===== src/rtl/eclw_defines.vh =====
// Constants for the EEPROM capability word loader
`ifndef ECLW_DEFINES_VH
`define ECLW_DEFINES_VH

// EEPROM word addresses (byte addressed image)
`define ECLW_EEP_SUBSYS_VID 8'h08
`define ECLW_EEP_SUBSYS_ID 8'h0A
`define ECLW_EEP_CAP_CTRL 8'h0C
`define ECLW_EEP_TX_MARGIN 8'h0E

// Built-in word values used when nothing is loaded
`define ECLW_DEF_SUBSYS_VID 16'h0000
`define ECLW_DEF_SUBSYS_ID 16'h0000
`define ECLW_DEF_CAP_CTRL 16'h001D
`define ECLW_DEF_TX_MARGIN 16'h916B

// Bit positions in the capability control word and the margin word
`define ECLW_CW_MPS 0
`define ECLW_CW_ASPM 2
`define ECLW_CW_RBER 4
`define ECLW_CW_MSI_DIS 5
`define ECLW_CW_CPAR_DIS 6
`define ECLW_CW_PM_DIS 7
`define ECLW_CW_ORD5 8
`define ECLW_CW_LBN 9
`define ECLW_CW_FREEZE 10
`define ECLW_CW_SOF 11
`define ECLW_CW_SDOWN 12
`define ECLW_CW_PMDS 13
`define ECLW_CW_LTR 14
`define ECLW_CW_4KB 15
`define ECLW_MW_OBFF 15

// Bit positions in the configuration fields
`define ECLW_F_MPS 0
`define ECLW_F_RBER 15
`define ECLW_F_ASPM 10
`define ECLW_F_SDOWN 19
`define ECLW_F_LBN 21
`define ECLW_F_PM_DIS 13
`define ECLW_F_MSI_DIS 14
`define ECLW_F_CPAR_DIS 15
`define ECLW_F_SOF 0
`define ECLW_F_PMDS 1
`define ECLW_F_4KB 3
`define ECLW_F_ORD5 5
`define ECLW_F_FREEZE 6
`define ECLW_F_MGN_LOW 0
`define ECLW_F_MGN_HIGH 5
`define ECLW_F_MGN_HALF 10
`define ECLW_F_LTR 12
`define ECLW_F_OBFF 18

// AXI4-Lite register byte offsets
`define ECLW_REG_CTRL 8'h00
`define ECLW_REG_STATUS 8'h04
`define ECLW_REG_SUBSYS 8'h08
`define ECLW_REG_WORDS 8'h0C
`define ECLW_REG_PORT_SEL 8'h10
`define ECLW_REG_DEVCAP 8'h20
`define ECLW_REG_LINKCAP 8'h24
`define ECLW_REG_CAPDIS 8'h28
`define ECLW_REG_PHYCTL 8'h2C
`define ECLW_REG_TLCTL 8'h30
`define ECLW_REG_TXMGN 8'h34
`define ECLW_REG_DEVCAP2 8'h38

// Bus responses
`define ECLW_RESP_OKAY 2'h0
`define ECLW_RESP_SLVERR 2'h2

`endif


===== src/rtl/eclw_axil_slave.v =====
// AXI4-Lite slave front end for the loader registers
`timescale 1ns/1ps
`include "eclw_defines.vh"

module eclw_axil_slave (
    // Clock and reset
    input wire clk_sys,
    input wire rst,
    // Gate: no access is taken while low
    input wire accept,
    // AXI4-Lite write channels
    input wire [7:0] s_axil_awaddr,
    input wire s_axil_awvalid,
    output wire s_axil_awready,
    input wire [31:0] s_axil_wdata,
    input wire [3:0] s_axil_wstrb,
    input wire s_axil_wvalid,
    output wire s_axil_wready,
    output reg [1:0] s_axil_bresp,
    output reg s_axil_bvalid,
    input wire s_axil_bready,
    // AXI4-Lite read channels
    input wire [7:0] s_axil_araddr,
    input wire s_axil_arvalid,
    output wire s_axil_arready,
    output reg [31:0] s_axil_rdata,
    output reg [1:0] s_axil_rresp,
    output reg s_axil_rvalid,
    input wire s_axil_rready,
    // Register file side
    output wire wr_en,
    output reg [7:0] wr_addr,
    output reg [31:0] wr_data,
    output reg [3:0] wr_strb,
    input wire wr_err,
    output wire rd_en,
    output wire [7:0] rd_addr,
    input wire [31:0] rd_data,
    input wire rd_err
);

    reg aw_held;
    reg w_held;

    // Address and data are held separately so either may come first
    assign s_axil_awready = accept && !aw_held && !s_axil_bvalid;
    assign s_axil_wready = accept && !w_held && !s_axil_bvalid;
    assign wr_en = aw_held && w_held && !s_axil_bvalid;
    assign s_axil_arready = accept && !s_axil_rvalid;
    assign rd_en = s_axil_arvalid && s_axil_arready;
    assign rd_addr = s_axil_araddr;

    // Write path: capture, perform, respond
    always @(posedge clk_sys) begin
        if (rst) begin
            aw_held <= 1'b0;
            w_held <= 1'b0;
            wr_addr <= 8'h00;
            wr_data <= 32'h00000000;
            wr_strb <= 4'h0;
            s_axil_bvalid <= 1'b0;
            s_axil_bresp <= `ECLW_RESP_OKAY;
        end else begin
            if (s_axil_awvalid && s_axil_awready) begin
                aw_held <= 1'b1;
                wr_addr <= s_axil_awaddr;
            end
            if (s_axil_wvalid && s_axil_wready) begin
                w_held <= 1'b1;
                wr_data <= s_axil_wdata;
                wr_strb <= s_axil_wstrb;
            end
            if (wr_en) begin
                aw_held <= 1'b0;
                w_held <= 1'b0;
                s_axil_bvalid <= 1'b1;
                s_axil_bresp <= wr_err ? `ECLW_RESP_SLVERR : `ECLW_RESP_OKAY;
            end else if (s_axil_bvalid && s_axil_bready) begin
                s_axil_bvalid <= 1'b0;
            end
        end
    end

    // Read path: data is sampled at the address handshake
    always @(posedge clk_sys) begin
        if (rst) begin
            s_axil_rvalid <= 1'b0;
            s_axil_rdata <= 32'h00000000;
            s_axil_rresp <= `ECLW_RESP_OKAY;
        end else if (rd_en) begin
            s_axil_rvalid <= 1'b1;
            s_axil_rdata <= rd_err ? 32'h00000000 : rd_data;
            s_axil_rresp <= rd_err ? `ECLW_RESP_SLVERR : `ECLW_RESP_OKAY;
        end else if (s_axil_rvalid && s_axil_rready) begin
            s_axil_rvalid <= 1'b0;
        end
    end

endmodule


===== src/rtl/eclw_loader.v =====
// EEPROM capability word loader: fetches words 08h-0Eh, drives port fields
`timescale 1ns/1ps
`include "eclw_defines.vh"

// How it works
// - Control word bits 1:0 to C4h[1:0]
// - Control word bits 3:2 to CCh[11:10]
// - Control word bit 4 to C4h[15]
// - Control word bit 5 disables MSI, 70h[14]
// - Control word bit 6 to 74h[15]
// - Control word bit 7 disables PM, 70h[13]
// - Control word bit 8 to 8Ch[5]
// - Control word bit 9 to CCh[21], named ports
// - Control word bit 10 freezes ordering, 8Ch[6]
// - Control word bit 11 to 8Ch[0]
// - Control word bit 12 to CCh[19]
// - Control word bit 13 to 8Ch[1]
// - Control word bit 14 to E4h[12]
// - Control word bit 15 to 8Ch[3]
// - Word 0Eh margins to 94h[14:0]
// - Word 0Eh bit 15 to E4h[18]
module eclw_loader #(
    parameter NPORTS = 3,
    parameter [NPORTS-1:0] LBN_PORT_MASK = 3'b111
) (
    // Clock and reset
    input wire clk_sys,
    input wire rst,
    // EEPROM word fetch port (same clock domain)
    output reg eep_req,
    output reg [7:0] eep_addr,
    input wire eep_ack,
    input wire [15:0] eep_data,
    input wire eep_absent,
    // AXI4-Lite register bus
    input wire [7:0] s_axil_awaddr,
    input wire s_axil_awvalid,
    output wire s_axil_awready,
    input wire [31:0] s_axil_wdata,
    input wire [3:0] s_axil_wstrb,
    input wire s_axil_wvalid,
    output wire s_axil_wready,
    output wire [1:0] s_axil_bresp,
    output wire s_axil_bvalid,
    input wire s_axil_bready,
    input wire [7:0] s_axil_araddr,
    input wire s_axil_arvalid,
    output wire s_axil_arready,
    output wire [31:0] s_axil_rdata,
    output wire [1:0] s_axil_rresp,
    output wire s_axil_rvalid,
    input wire s_axil_rready,
    // Loaded configuration images, port 0 in the low word
    output reg [15:0] subsys_vendor_id,
    output reg [15:0] subsys_id,
    output reg [NPORTS*32-1:0] port_devcap,
    output reg [NPORTS*32-1:0] port_linkcap,
    output reg [NPORTS*32-1:0] port_capdis,
    output reg [NPORTS*32-1:0] port_phyctl,
    output reg [NPORTS*32-1:0] port_tlctl,
    output reg [NPORTS*32-1:0] port_txmgn,
    output reg [NPORTS*32-1:0] port_devcap2,
    output reg load_done
);

    localparam [2:0] ST_START = 3'h0;
    localparam [2:0] ST_REQ = 3'h1;
    localparam [2:0] ST_WAIT = 3'h2;
    localparam [2:0] ST_APPLY = 3'h3;
    localparam [2:0] ST_DONE = 3'h4;

    reg [2:0] state;
    reg [1:0] word_idx;
    reg [15:0] cap_word;
    reg [15:0] mgn_word;
    reg defaults_used;
    reg force_defaults;
    reg reload_pend;
    reg [1:0] port_sel;
    reg [31:0] rd_mux;
    reg rd_bad;
    reg wr_bad;
    wire wr_en;
    wire [7:0] wr_addr;
    wire [31:0] wr_data;
    wire [3:0] wr_strb;
    wire rd_en;
    wire [7:0] rd_addr;

    // EEPROM address of each word in load order
    function [7:0] word_addr;
        input [1:0] idx;
        begin
            case (idx)
                2'h0: word_addr = `ECLW_EEP_SUBSYS_VID;
                2'h1: word_addr = `ECLW_EEP_SUBSYS_ID;
                2'h2: word_addr = `ECLW_EEP_CAP_CTRL;
                default: word_addr = `ECLW_EEP_TX_MARGIN;
            endcase
        end
    endfunction

    // Picks one port's 32-bit image out of a packed bus
    function [31:0] pick;
        input [NPORTS*32-1:0] bus;
        input [1:0] p;
        integer k;
        begin
            pick = 32'h00000000;
            for (k = 0; k < NPORTS; k = k + 1) begin
                if (p == k[1:0]) begin
                    pick = bus[k*32 +: 32];
                end
            end
        end
    endfunction

    // Register accesses stall until the load has finished
    eclw_axil_slave u_slave (
        .clk_sys(clk_sys),
        .rst(rst),
        .accept(load_done),
        .s_axil_awaddr(s_axil_awaddr),
        .s_axil_awvalid(s_axil_awvalid),
        .s_axil_awready(s_axil_awready),
        .s_axil_wdata(s_axil_wdata),
        .s_axil_wstrb(s_axil_wstrb),
        .s_axil_wvalid(s_axil_wvalid),
        .s_axil_wready(s_axil_wready),
        .s_axil_bresp(s_axil_bresp),
        .s_axil_bvalid(s_axil_bvalid),
        .s_axil_bready(s_axil_bready),
        .s_axil_araddr(s_axil_araddr),
        .s_axil_arvalid(s_axil_arvalid),
        .s_axil_arready(s_axil_arready),
        .s_axil_rdata(s_axil_rdata),
        .s_axil_rresp(s_axil_rresp),
        .s_axil_rvalid(s_axil_rvalid),
        .s_axil_rready(s_axil_rready),
        .wr_en(wr_en),
        .wr_addr(wr_addr),
        .wr_data(wr_data),
        .wr_strb(wr_strb),
        .wr_err(wr_bad),
        .rd_en(rd_en),
        .rd_addr(rd_addr),
        .rd_data(rd_mux),
        .rd_err(rd_bad)
    );

    // Load sequencer; a reload request during a load is held over
    always @(posedge clk_sys) begin
        if (rst) begin
            state <= ST_START;
            word_idx <= 2'h0;
            eep_req <= 1'b0;
            eep_addr <= 8'h00;
            load_done <= 1'b0;
            defaults_used <= 1'b0;
            subsys_vendor_id <= `ECLW_DEF_SUBSYS_VID;
            subsys_id <= `ECLW_DEF_SUBSYS_ID;
            cap_word <= `ECLW_DEF_CAP_CTRL;
            mgn_word <= `ECLW_DEF_TX_MARGIN;
        end else begin
            case (state)
                ST_START: begin
                    load_done <= 1'b0;
                    word_idx <= 2'h0;
                    // Without an image the built-in values stay in force
                    if (eep_absent || force_defaults) begin
                        defaults_used <= 1'b1;
                        subsys_vendor_id <= `ECLW_DEF_SUBSYS_VID;
                        subsys_id <= `ECLW_DEF_SUBSYS_ID;
                        cap_word <= `ECLW_DEF_CAP_CTRL;
                        mgn_word <= `ECLW_DEF_TX_MARGIN;
                        state <= ST_APPLY;
                    end else begin
                        defaults_used <= 1'b0;
                        state <= ST_REQ;
                    end
                end
                ST_REQ: begin
                    eep_req <= 1'b1;
                    eep_addr <= word_addr(word_idx);
                    state <= ST_WAIT;
                end
                ST_WAIT: begin
                    if (eep_ack) begin
                        eep_req <= 1'b0;
                        case (word_idx)
                            2'h0: subsys_vendor_id <= eep_data;
                            2'h1: subsys_id <= eep_data;
                            2'h2: cap_word <= eep_data;
                            default: mgn_word <= eep_data;
                        endcase
                        if (word_idx == 2'h3) begin
                            state <= ST_APPLY;
                        end else begin
                            word_idx <= word_idx + 2'h1;
                            state <= ST_REQ;
                        end
                    end
                end
                ST_APPLY: begin
                    // Images settle this cycle, so done trails them
                    state <= ST_DONE;
                end
                ST_DONE: begin
                    load_done <= 1'b1;
                    if (reload_pend) begin
                        load_done <= 1'b0;
                        state <= ST_START;
                    end
                end
                default: begin
                    state <= ST_START;
                end
            endcase
        end
    end

    // Per-port field images; unfed bits keep their reset zero
    genvar gp;
    generate
        for (gp = 0; gp < NPORTS; gp = gp + 1) begin : g_port
            always @(posedge clk_sys) begin
                if (rst) begin
                    port_devcap[gp*32 +: 32] <= 32'h00000000;
                    port_linkcap[gp*32 +: 32] <= 32'h00000000;
                    port_capdis[gp*32 +: 32] <= 32'h00000000;
                    port_phyctl[gp*32 +: 32] <= 32'h00000000;
                    port_tlctl[gp*32 +: 32] <= 32'h00000000;
                    port_txmgn[gp*32 +: 32] <= 32'h00000000;
                    port_devcap2[gp*32 +: 32] <= 32'h00000000;
                end else begin
                    port_devcap[gp*32 + `ECLW_F_MPS +: 2] <=
                        cap_word[`ECLW_CW_MPS +: 2];
                    port_devcap[gp*32 + `ECLW_F_RBER] <=
                        cap_word[`ECLW_CW_RBER];
                    port_linkcap[gp*32 + `ECLW_F_ASPM +: 2] <=
                        cap_word[`ECLW_CW_ASPM +: 2];
                    port_linkcap[gp*32 + `ECLW_F_LBN] <=
                        cap_word[`ECLW_CW_LBN] & LBN_PORT_MASK[gp];
                    port_linkcap[gp*32 + `ECLW_F_SDOWN] <=
                        cap_word[`ECLW_CW_SDOWN];
                    port_capdis[gp*32 + `ECLW_F_MSI_DIS] <=
                        cap_word[`ECLW_CW_MSI_DIS];
                    port_capdis[gp*32 + `ECLW_F_PM_DIS] <=
                        cap_word[`ECLW_CW_PM_DIS];
                    port_phyctl[gp*32 + `ECLW_F_CPAR_DIS] <=
                        cap_word[`ECLW_CW_CPAR_DIS];
                    port_tlctl[gp*32 + `ECLW_F_ORD5] <=
                        cap_word[`ECLW_CW_ORD5];
                    port_tlctl[gp*32 + `ECLW_F_FREEZE] <=
                        cap_word[`ECLW_CW_FREEZE];
                    port_tlctl[gp*32 + `ECLW_F_SOF] <=
                        cap_word[`ECLW_CW_SOF];
                    port_tlctl[gp*32 + `ECLW_F_PMDS] <=
                        cap_word[`ECLW_CW_PMDS];
                    port_tlctl[gp*32 + `ECLW_F_4KB] <=
                        cap_word[`ECLW_CW_4KB];
                    // Three 5-bit margins: low, high de-emphasis, half
                    port_txmgn[gp*32 + `ECLW_F_MGN_LOW +: 5] <=
                        mgn_word[4:0];
                    port_txmgn[gp*32 + `ECLW_F_MGN_HIGH +: 5] <=
                        mgn_word[9:5];
                    port_txmgn[gp*32 + `ECLW_F_MGN_HALF +: 5] <=
                        mgn_word[14:10];
                    port_devcap2[gp*32 + `ECLW_F_LTR] <=
                        cap_word[`ECLW_CW_LTR];
                    port_devcap2[gp*32 + `ECLW_F_OBFF] <=
                        mgn_word[`ECLW_MW_OBFF];
                end
            end
        end
    endgenerate

    // Software controls; a reload only starts from the finished state
    always @(posedge clk_sys) begin
        if (rst) begin
            force_defaults <= 1'b0;
            reload_pend <= 1'b0;
            port_sel <= 2'h0;
        end else begin
            if (state == ST_DONE && reload_pend) begin
                reload_pend <= 1'b0;
            end
            if (wr_en && !wr_bad && wr_strb[0]) begin
                if (wr_addr == `ECLW_REG_CTRL) begin
                    force_defaults <= wr_data[1];
                    if (wr_data[0]) begin
                        reload_pend <= 1'b1;
                    end
                end
                if (wr_addr == `ECLW_REG_PORT_SEL) begin
                    port_sel <= wr_data[1:0];
                end
            end
        end
    end

    // Writes outside the two writable words answer with an error
    always @* begin
        wr_bad = !(wr_addr == `ECLW_REG_CTRL ||
                   wr_addr == `ECLW_REG_PORT_SEL);
    end

    // Read decode; images follow the port chosen in the select word
    always @* begin
        rd_mux = 32'h00000000;
        rd_bad = 1'b0;
        case (rd_addr)
            `ECLW_REG_CTRL: rd_mux = {30'h00000000, force_defaults, 1'b0};
            `ECLW_REG_STATUS: rd_mux = {29'h00000000, defaults_used,
                                        reload_pend, load_done};
            `ECLW_REG_SUBSYS: rd_mux = {subsys_id, subsys_vendor_id};
            `ECLW_REG_WORDS: rd_mux = {mgn_word, cap_word};
            `ECLW_REG_PORT_SEL: rd_mux = {30'h00000000, port_sel};
            `ECLW_REG_DEVCAP: rd_mux = pick(port_devcap, port_sel);
            `ECLW_REG_LINKCAP: rd_mux = pick(port_linkcap, port_sel);
            `ECLW_REG_CAPDIS: rd_mux = pick(port_capdis, port_sel);
            `ECLW_REG_PHYCTL: rd_mux = pick(port_phyctl, port_sel);
            `ECLW_REG_TLCTL: rd_mux = pick(port_tlctl, port_sel);
            `ECLW_REG_TXMGN: rd_mux = pick(port_txmgn, port_sel);
            `ECLW_REG_DEVCAP2: rd_mux = pick(port_devcap2, port_sel);
            default: rd_bad = 1'b1;
        endcase
    end

endmodule

===== config.mk =====
export PLATFORM = sky130hd
export DESIGN_NAME = eclw_loader
export DESIGN_NICKNAME = d
export VERILOG_FILES = /design/src/rtl/eclw_axil_slave.v /design/src/rtl/eclw_loader.v
export VERILOG_INCLUDE_DIRS = /design/src /design/src/rtl
export SDC_FILE = /design/constraint.sdc
export NUM_CORES = 1
export LEC_CHECK = 0
export BUFFER_PORTS_ARGS = -buffer_cell sky130_fd_sc_hd__buf_2
export CAP_MARGIN = 20
export CORE_AREA = 8 8 314 316
export CTS_BUF_LIST = sky130_fd_sc_hd__clkbuf_2
export CTS_CLUSTER_SIZE = 14
export DETAILED_ROUTE_END_ITERATION = 8
export DIE_AREA = 0 0 322 324
export GPL_ROUTABILITY_DRIVEN = 1
export SETUP_SLACK_MARGIN = 0.3
export SKIP_CTS_REPAIR_TIMING = 1
export SYNTH_ARGS = -nofsm -noshare
export SYNTH_HDL_FRONTEND = slang
export SYNTH_SLANG_ARGS = --single-unit

===== constraint.sdc =====
create_clock -name clk_sys -period 2.1 [get_ports clk_sys]
set_clock_uncertainty 0.2 [all_clocks]
set_input_delay 0.42 -clock clk_sys [delete_from_list [all_inputs] [get_ports clk_sys]]
set_output_delay 0.42 -clock clk_sys [all_outputs]
set_load 0.01 [all_outputs]

## Yosys cells after proc, flatten, opt, wreduce, memory -nomap -nowiden

Index checks and enable logic that the tools add are counted.

| storage, ports and cells | value |
|---|---|
| flip-flop bits (word level) | 167 |
| latch bits | 0 |
| RAM bits | 0 |
| ROM bits | 0 |
| input port bits | 77 |
| output and inout port bits | 755 |
| logic and storage cells | 165 |
| memories kept | 0 |

| cells by class | value |
|---|---|
| add/sub/neg operators | 1 |
| multiply operators | 0 |
| divide/modulo/power cells | 0 |
| $lt $le $gt $ge | 0 |
| equality and inequality tests | 29 |
| shift-type cells | 0 |
| muxes and demuxes | 62 |
| bitwise logic cells | 0 |
| reduce and logical (&&, ||, !) cells | 43 |

Operators with widths:

| cell | count |
|---|---|
| 32-bit 2-to-1 mux | 15 |
| 32-bit one-hot mux with 12 select lines | 1 |
| 16-bit 2-to-1 mux | 13 |
| 16-bit one-hot mux with 2 select lines | 4 |
| 8-bit by 6-bit equality test with 1-bit output, second input constant | 7 |
| 15-bit 2-to-1 mux | 2 |
| 22-bit 2-to-1 mux | 1 |
| 19-bit 2-to-1 mux | 1 |
| 8-bit by 4-bit equality test with 1-bit output, second input constant | 2 |
| 8-bit by 5-bit equality test with 1-bit output, second input constant | 2 |
| 8-bit logical NOT | 2 |
| 4-bit AND reduction | 4 |
| 1-bit logical AND | 15 |
| 3-bit one-hot mux with 5 select lines | 1 |
| 2-bit 2-to-1 mux | 6 |
| 12-bit OR reduction | 1 |
| 1-bit 2-to-1 mux | 11 |
| 2-bit inequality test, second input constant | 5 |
| 2-bit nonzero test | 5 |
| 3-bit one-hot mux with 3 select lines | 1 |
| 8-bit by 3-bit equality test with 1-bit output, second input constant | 1 |
| 2-bit AND reduction | 4 |
| 7-bit 2-to-1 mux | 1 |
| 2-bit equality test, second input constant | 3 |
| 16 further kinds | 27 |

## Logic depth before layout (Yosys ltp)

| logic depth | value |
|---|---|
| depth after elaboration | 6 |
| gate-level depth with buffers | 8 |

## Hierarchy

From an unflattened synthesis, not the netlist that was laid out.

| second synthesis, totals | value |
|---|---|
| cells, all modules | 1553 |
| area, all modules | 13506.7 um2 |

Modules (own cells, without submodules):

| module | instances | cells each | area an instance (um2) |
|---|---|---|---|
| eclw_loader | 1 | 1181 | 9639.2 |
| eclw_axil_slave | 1 | 372 | 3867.5 |

## Worst setup path after synthesis

No wires, ideal clock.

| path | value |
|---|---|
| kind | register to register |
| start | reg state[2] |
| end | reg subsys_id[10] |
| setup time | 0.128 ns |
| arrival | 1.819 ns |
| required time | 1.772 ns |
| setup slack | -0.047 ns |
| cell stages (with the launch flop) | 8 |
| path buffers | 3 |
| clock period less this slack | 2.147 ns |
| path through | dfxtp_1 -> buf_6 -> or2_1 -> buf_6 -> a2111oi_4 -> buf_6 -> mux2i_1 -> nor2_1 |

| between the ends | value |
|---|---|
| cells in the longest elaborated chain, start to end | 3 |
| elaborated cells between the ends (all ways) | 8 |

Ends and longest elaborated chain:

| item | line | text |
|---|---|---|
| start: declaration | eclw_loader.v:72 | `reg [2:0] state;` |
| start signal: assignment | eclw_loader.v:154 | `state <= ST_START;` |
| start signal: assignment | eclw_loader.v:176 | `state <= ST_APPLY;` |
| start signal: assignment | eclw_loader.v:179 | `state <= ST_REQ;` |
| 3-bit by 2-bit equality test with 1-bit output / 3-bit logical NOT (equally long branches) | eclw_loader.v:165 | `case (state)` |
| 2-bit by 1-bit inequality test with 1-bit output (no source line), or another cell as far along | n/a |  |
| 4-bit AND reduction (no source line) | n/a |  |
| end signal: assignment | eclw_loader.v:161 | `` subsys_id <= `ECLW_DEF_SUBSYS_ID; `` |
| end signal: assignment | eclw_loader.v:173 | `` subsys_id <= `ECLW_DEF_SUBSYS_ID; `` |
| end signal: assignment | eclw_loader.v:192 | `2'h1: subsys_id <= eep_data;` |
| end: declaration | eclw_loader.v:55 | `output reg [15:0] subsys_id,` |

Several ways; a longest one is shown, not always the timed one.
A chain may end at the register's enable or synchronous reset.

## Worst setup path after layout

| path | value |
|---|---|
| start | reg load_done |
| end | out s_axil_awready |

| between the ends | value |
|---|---|
| cells in the longest elaborated chain, start to end | 2 |

Ends and longest elaborated chain:

| item | line | text |
|---|---|---|
| start: declaration | eclw_loader.v:63 | `output reg load_done` |
| start signal: assignment | eclw_loader.v:158 | `load_done <= 1'b0;` |
| start signal: assignment | eclw_loader.v:167 | `load_done <= 1'b0;` |
| start signal: assignment | eclw_loader.v:209 | `load_done <= 1'b1;` |
| 1-bit logical AND (2 in series) | eclw_axil_slave.v:46 | `assign s_axil_awready = accept && !aw_held && !s_axil_bvalid;` |
| end: declaration | eclw_loader.v:38 | `output wire s_axil_awready,` |

No other way between the ends.

==> qor.csv <==
metric;value;unit
fin crit period;2.24;ns
largest fanout on the critical path;5;
CP startpoint kind;flip-flop;
hold_ws;0.196;ns
Detailed Routing Iterations Pass 1;4;
Synth Register Bits;160;
CTS tree;done;
Hold Path Class;input port to flip-flop;
Die W;322;um
1st-iter DRT viols;303;
H-tree levels;4;
antenna violations before repair;19;
status;finished, violations left;
vias per cell;2.74;
row cnt;113;
most common cell in the netlist;buf_4;
Hold Crit Endpoint;u_slave.wr_strb[0];
WL final;47500;um
Hold Fails Final Rpt;0;
mux contribution to synthesized area;6.43;%
Detail Route Antenna Nets;0;
Final Cell Area;14800;um^2
core footprint;93900;um^2
RePlAce Congestion;0.761;
max-cap viol count;0;
initial core utilization;12.2;%
Hold Startpoint;s_axil_wstrb[0];
Data required, critical path;1.48;ns
Nets;1697;
grt ovf;0;
first-pass GRT wire length;56300;um
Adder-Cell Fraction of Synth Area;0.547;%
Critical R2R Launch;state[1];
post-synthesis cell area;11400;um^2
Clock transition at path regs;0.26;ns
Post-synth EDFFs;0;
largest family of logic cells by synthesized area;buffers and inverters;
cell taking the most area after synthesis;buf_4;
post-DR wirelength/cell;16.4;um
vias post-DR;7967;
layout cells sized above 1;34.2;%
synthesized instance count;1324;
post-synth top area share;42.6;%
Power Density;536;nW/um^2
Slew Viols, Final;0;
Final period util;107;%
sequential area share after synthesis;28.0;%
Syn. warnings;0;
final setup margin;-0.137;ns
failing checks;setup timing;
maximum VDD drop;239;uV
Final setup viols;25;
die area;104000;um^2
crit path kind;flip-flop to output pin;
clk sinks;160;
Synth area leaders;buf_4 (43%), dfxtp_1 (28%), mux2i_1 (6.1%);
largest net degree at the start of global routing;54;
Post-synth top flop;dfxtp_1;
Rel. slew slack;64.8;%
mean post-synth cell area;8.63;um^2
final core utilization;15.7;%
DRC Markers;0;
CTS root buf;clkbuf_2;
R2R Path End;mgn_word[10];
Worst EP arrival;1.62;ns
Final HPWL DP;39600;um
depth of the most critical reg-to-reg path;5;
gr usage total;7.80;%
post-synthesis async set-or-reset flop share;0;%
Synth Area in Simple Gates;12.2;%
CTS buffer count;17;
Placed Instance Area;11800;um^2
worst-skew pair later-pin latency;0.82;ns
Synth Area in XOR/XNOR;0;%
Reg2Reg Setup Slack;0.11;ns
# IOs;832;
kind of end point of the critical path;output pin;
Max clock buf depth;2;
synth cell count leaders;buf_4 (648), dfxtp_1 (160), mux2i_1 (70), nor2_1 (69), nand2_1 (55);
measured slew at the worst slew-check pin;0.528;ns
unrepaired setup endpoints after global routing;true;
Fmax;0.447;GHz
PortBufs;215;
hold path depth;4;
die height;324;um
Static Leak;6.74;nW
Area Growth Syn to Fin;29.4;%
count of different cell masters after synthesis;61;
vias in the first global route;6930;
Synth Area in Compound Gates;8.22;%
cells in the final DEF, fill, tap and decap left out, types with 6 or more instances in the layout:
cell / n
dfxtp_1: 51
and2_2: 11
a21oi_1: 24
o21ai_0: 11
and2_1: 10
diode_2: 11
dfxtp_4: 38
buf_4: 93
o22ai_1: 8
buf_2: 44
buf_12: 13
mux2i_1: 68
o21bai_1: 8
dfxtp_2: 71
dlygate4sd3_1: 44
conb_1: 583
a22o_1: 16
o22a_1: 9
nand2_1: 45
inv_8: 6
buf_6: 179
o21ai_1: 9
nor3_1: 6
a21oi_2: 6
nand3_1: 7
clkbuf_2: 17
nor2b_1: 38
nand2b_1: 6
nor2_1: 66
power by group:
group          leakage [nW]  total [W]  switching [W]  internal [W]
Clock                 0.165    0.00197        0.00143      0.000546
Combinational          5.22    0.00251        0.00148       0.00103
Sequential             1.36    0.00344       0.000234       0.00320
Total                  6.74    0.00792        0.00314       0.00478
per-layer routing:
layer  vias to the layer above  track usage, %  part of all wire, %
met5                         -               0                 0.15
met4                        10            1.52                 0.76
met3                        32            3.37                  9.5
met2                       403            12.8                   49
met1                      3810            9.51                   41
li1                       3712               -                    -
layout make-up:
cell class / instances / area, um^2
diodes: 11 / 27.5
clock buffers: 17 / 85.1
well taps: 1265 / 1580
inverters: 6 / 27.5
multi-input cells: 1050 / 5660
clock inverters: 15 / 204
fillers: 10600 / 79100
flip-flops and latches: 160 / 3430
repair buffers: 380 / 3760
critical path, cell delays in order, from the launching register on:
cell	delay [ns]
dfxtp_4	0.45
nor3b_4	0.21
buf_2	0.17
worst max path at each step:
stage | from | endpoint | slack, ns | cells after the start
detailed placement | eep_ack | mgn_word[11] | -0.02 | 6
global placement | s_axil_araddr[5] | u_slave.s_axil_rdata[1] | -0.03 | 5
CTS | load_done | s_axil_awready | -0.64 | 2
floorplan | state[2] | subsys_id[10] | 0.01 | 7
finish | load_done | s_axil_awready | -0.14 | 2
global route | load_done | s_axil_awready | -0.32 | 2
stage by stage:
stage          setup WS (ns)  power, W  setup TNS, ns  cells
2_1_floorplan         0.0148   0.00549              0   1906
3_3_place_gp         -0.0281   0.00532        -0.0418   2749
3_5_place_dp         -0.0249   0.00534        -0.0984   2749
4_1_cts               -0.641   0.00738         -43.77   2781
5_1_grt               -0.316   0.00837         -14.78   2899
6_report              -0.137   0.00792         -0.655   2904
flip-flops by register name, indices dropped and copies added (netlist names), 3 cells and up:
name	count
u_slave.wr_addr	8
state	3
cap_word	16
port_txmgn	15
subsys_id	16
port_devcap	3
port_tlctl	5
port_linkcap	4
subsys_vendor_id	16
mgn_word	16
u_slave.s_axil_rdata	32
eep_addr	3
cell families after synthesis:
logic type,count (synthesis)
and+or+nand+nor,260
AOI/OAI and AO/OA,129
muxes,73
DFF,160
other,1
buffers and inverters,696
adders and majority gates,5
Power figures use the tool's default switching activity.
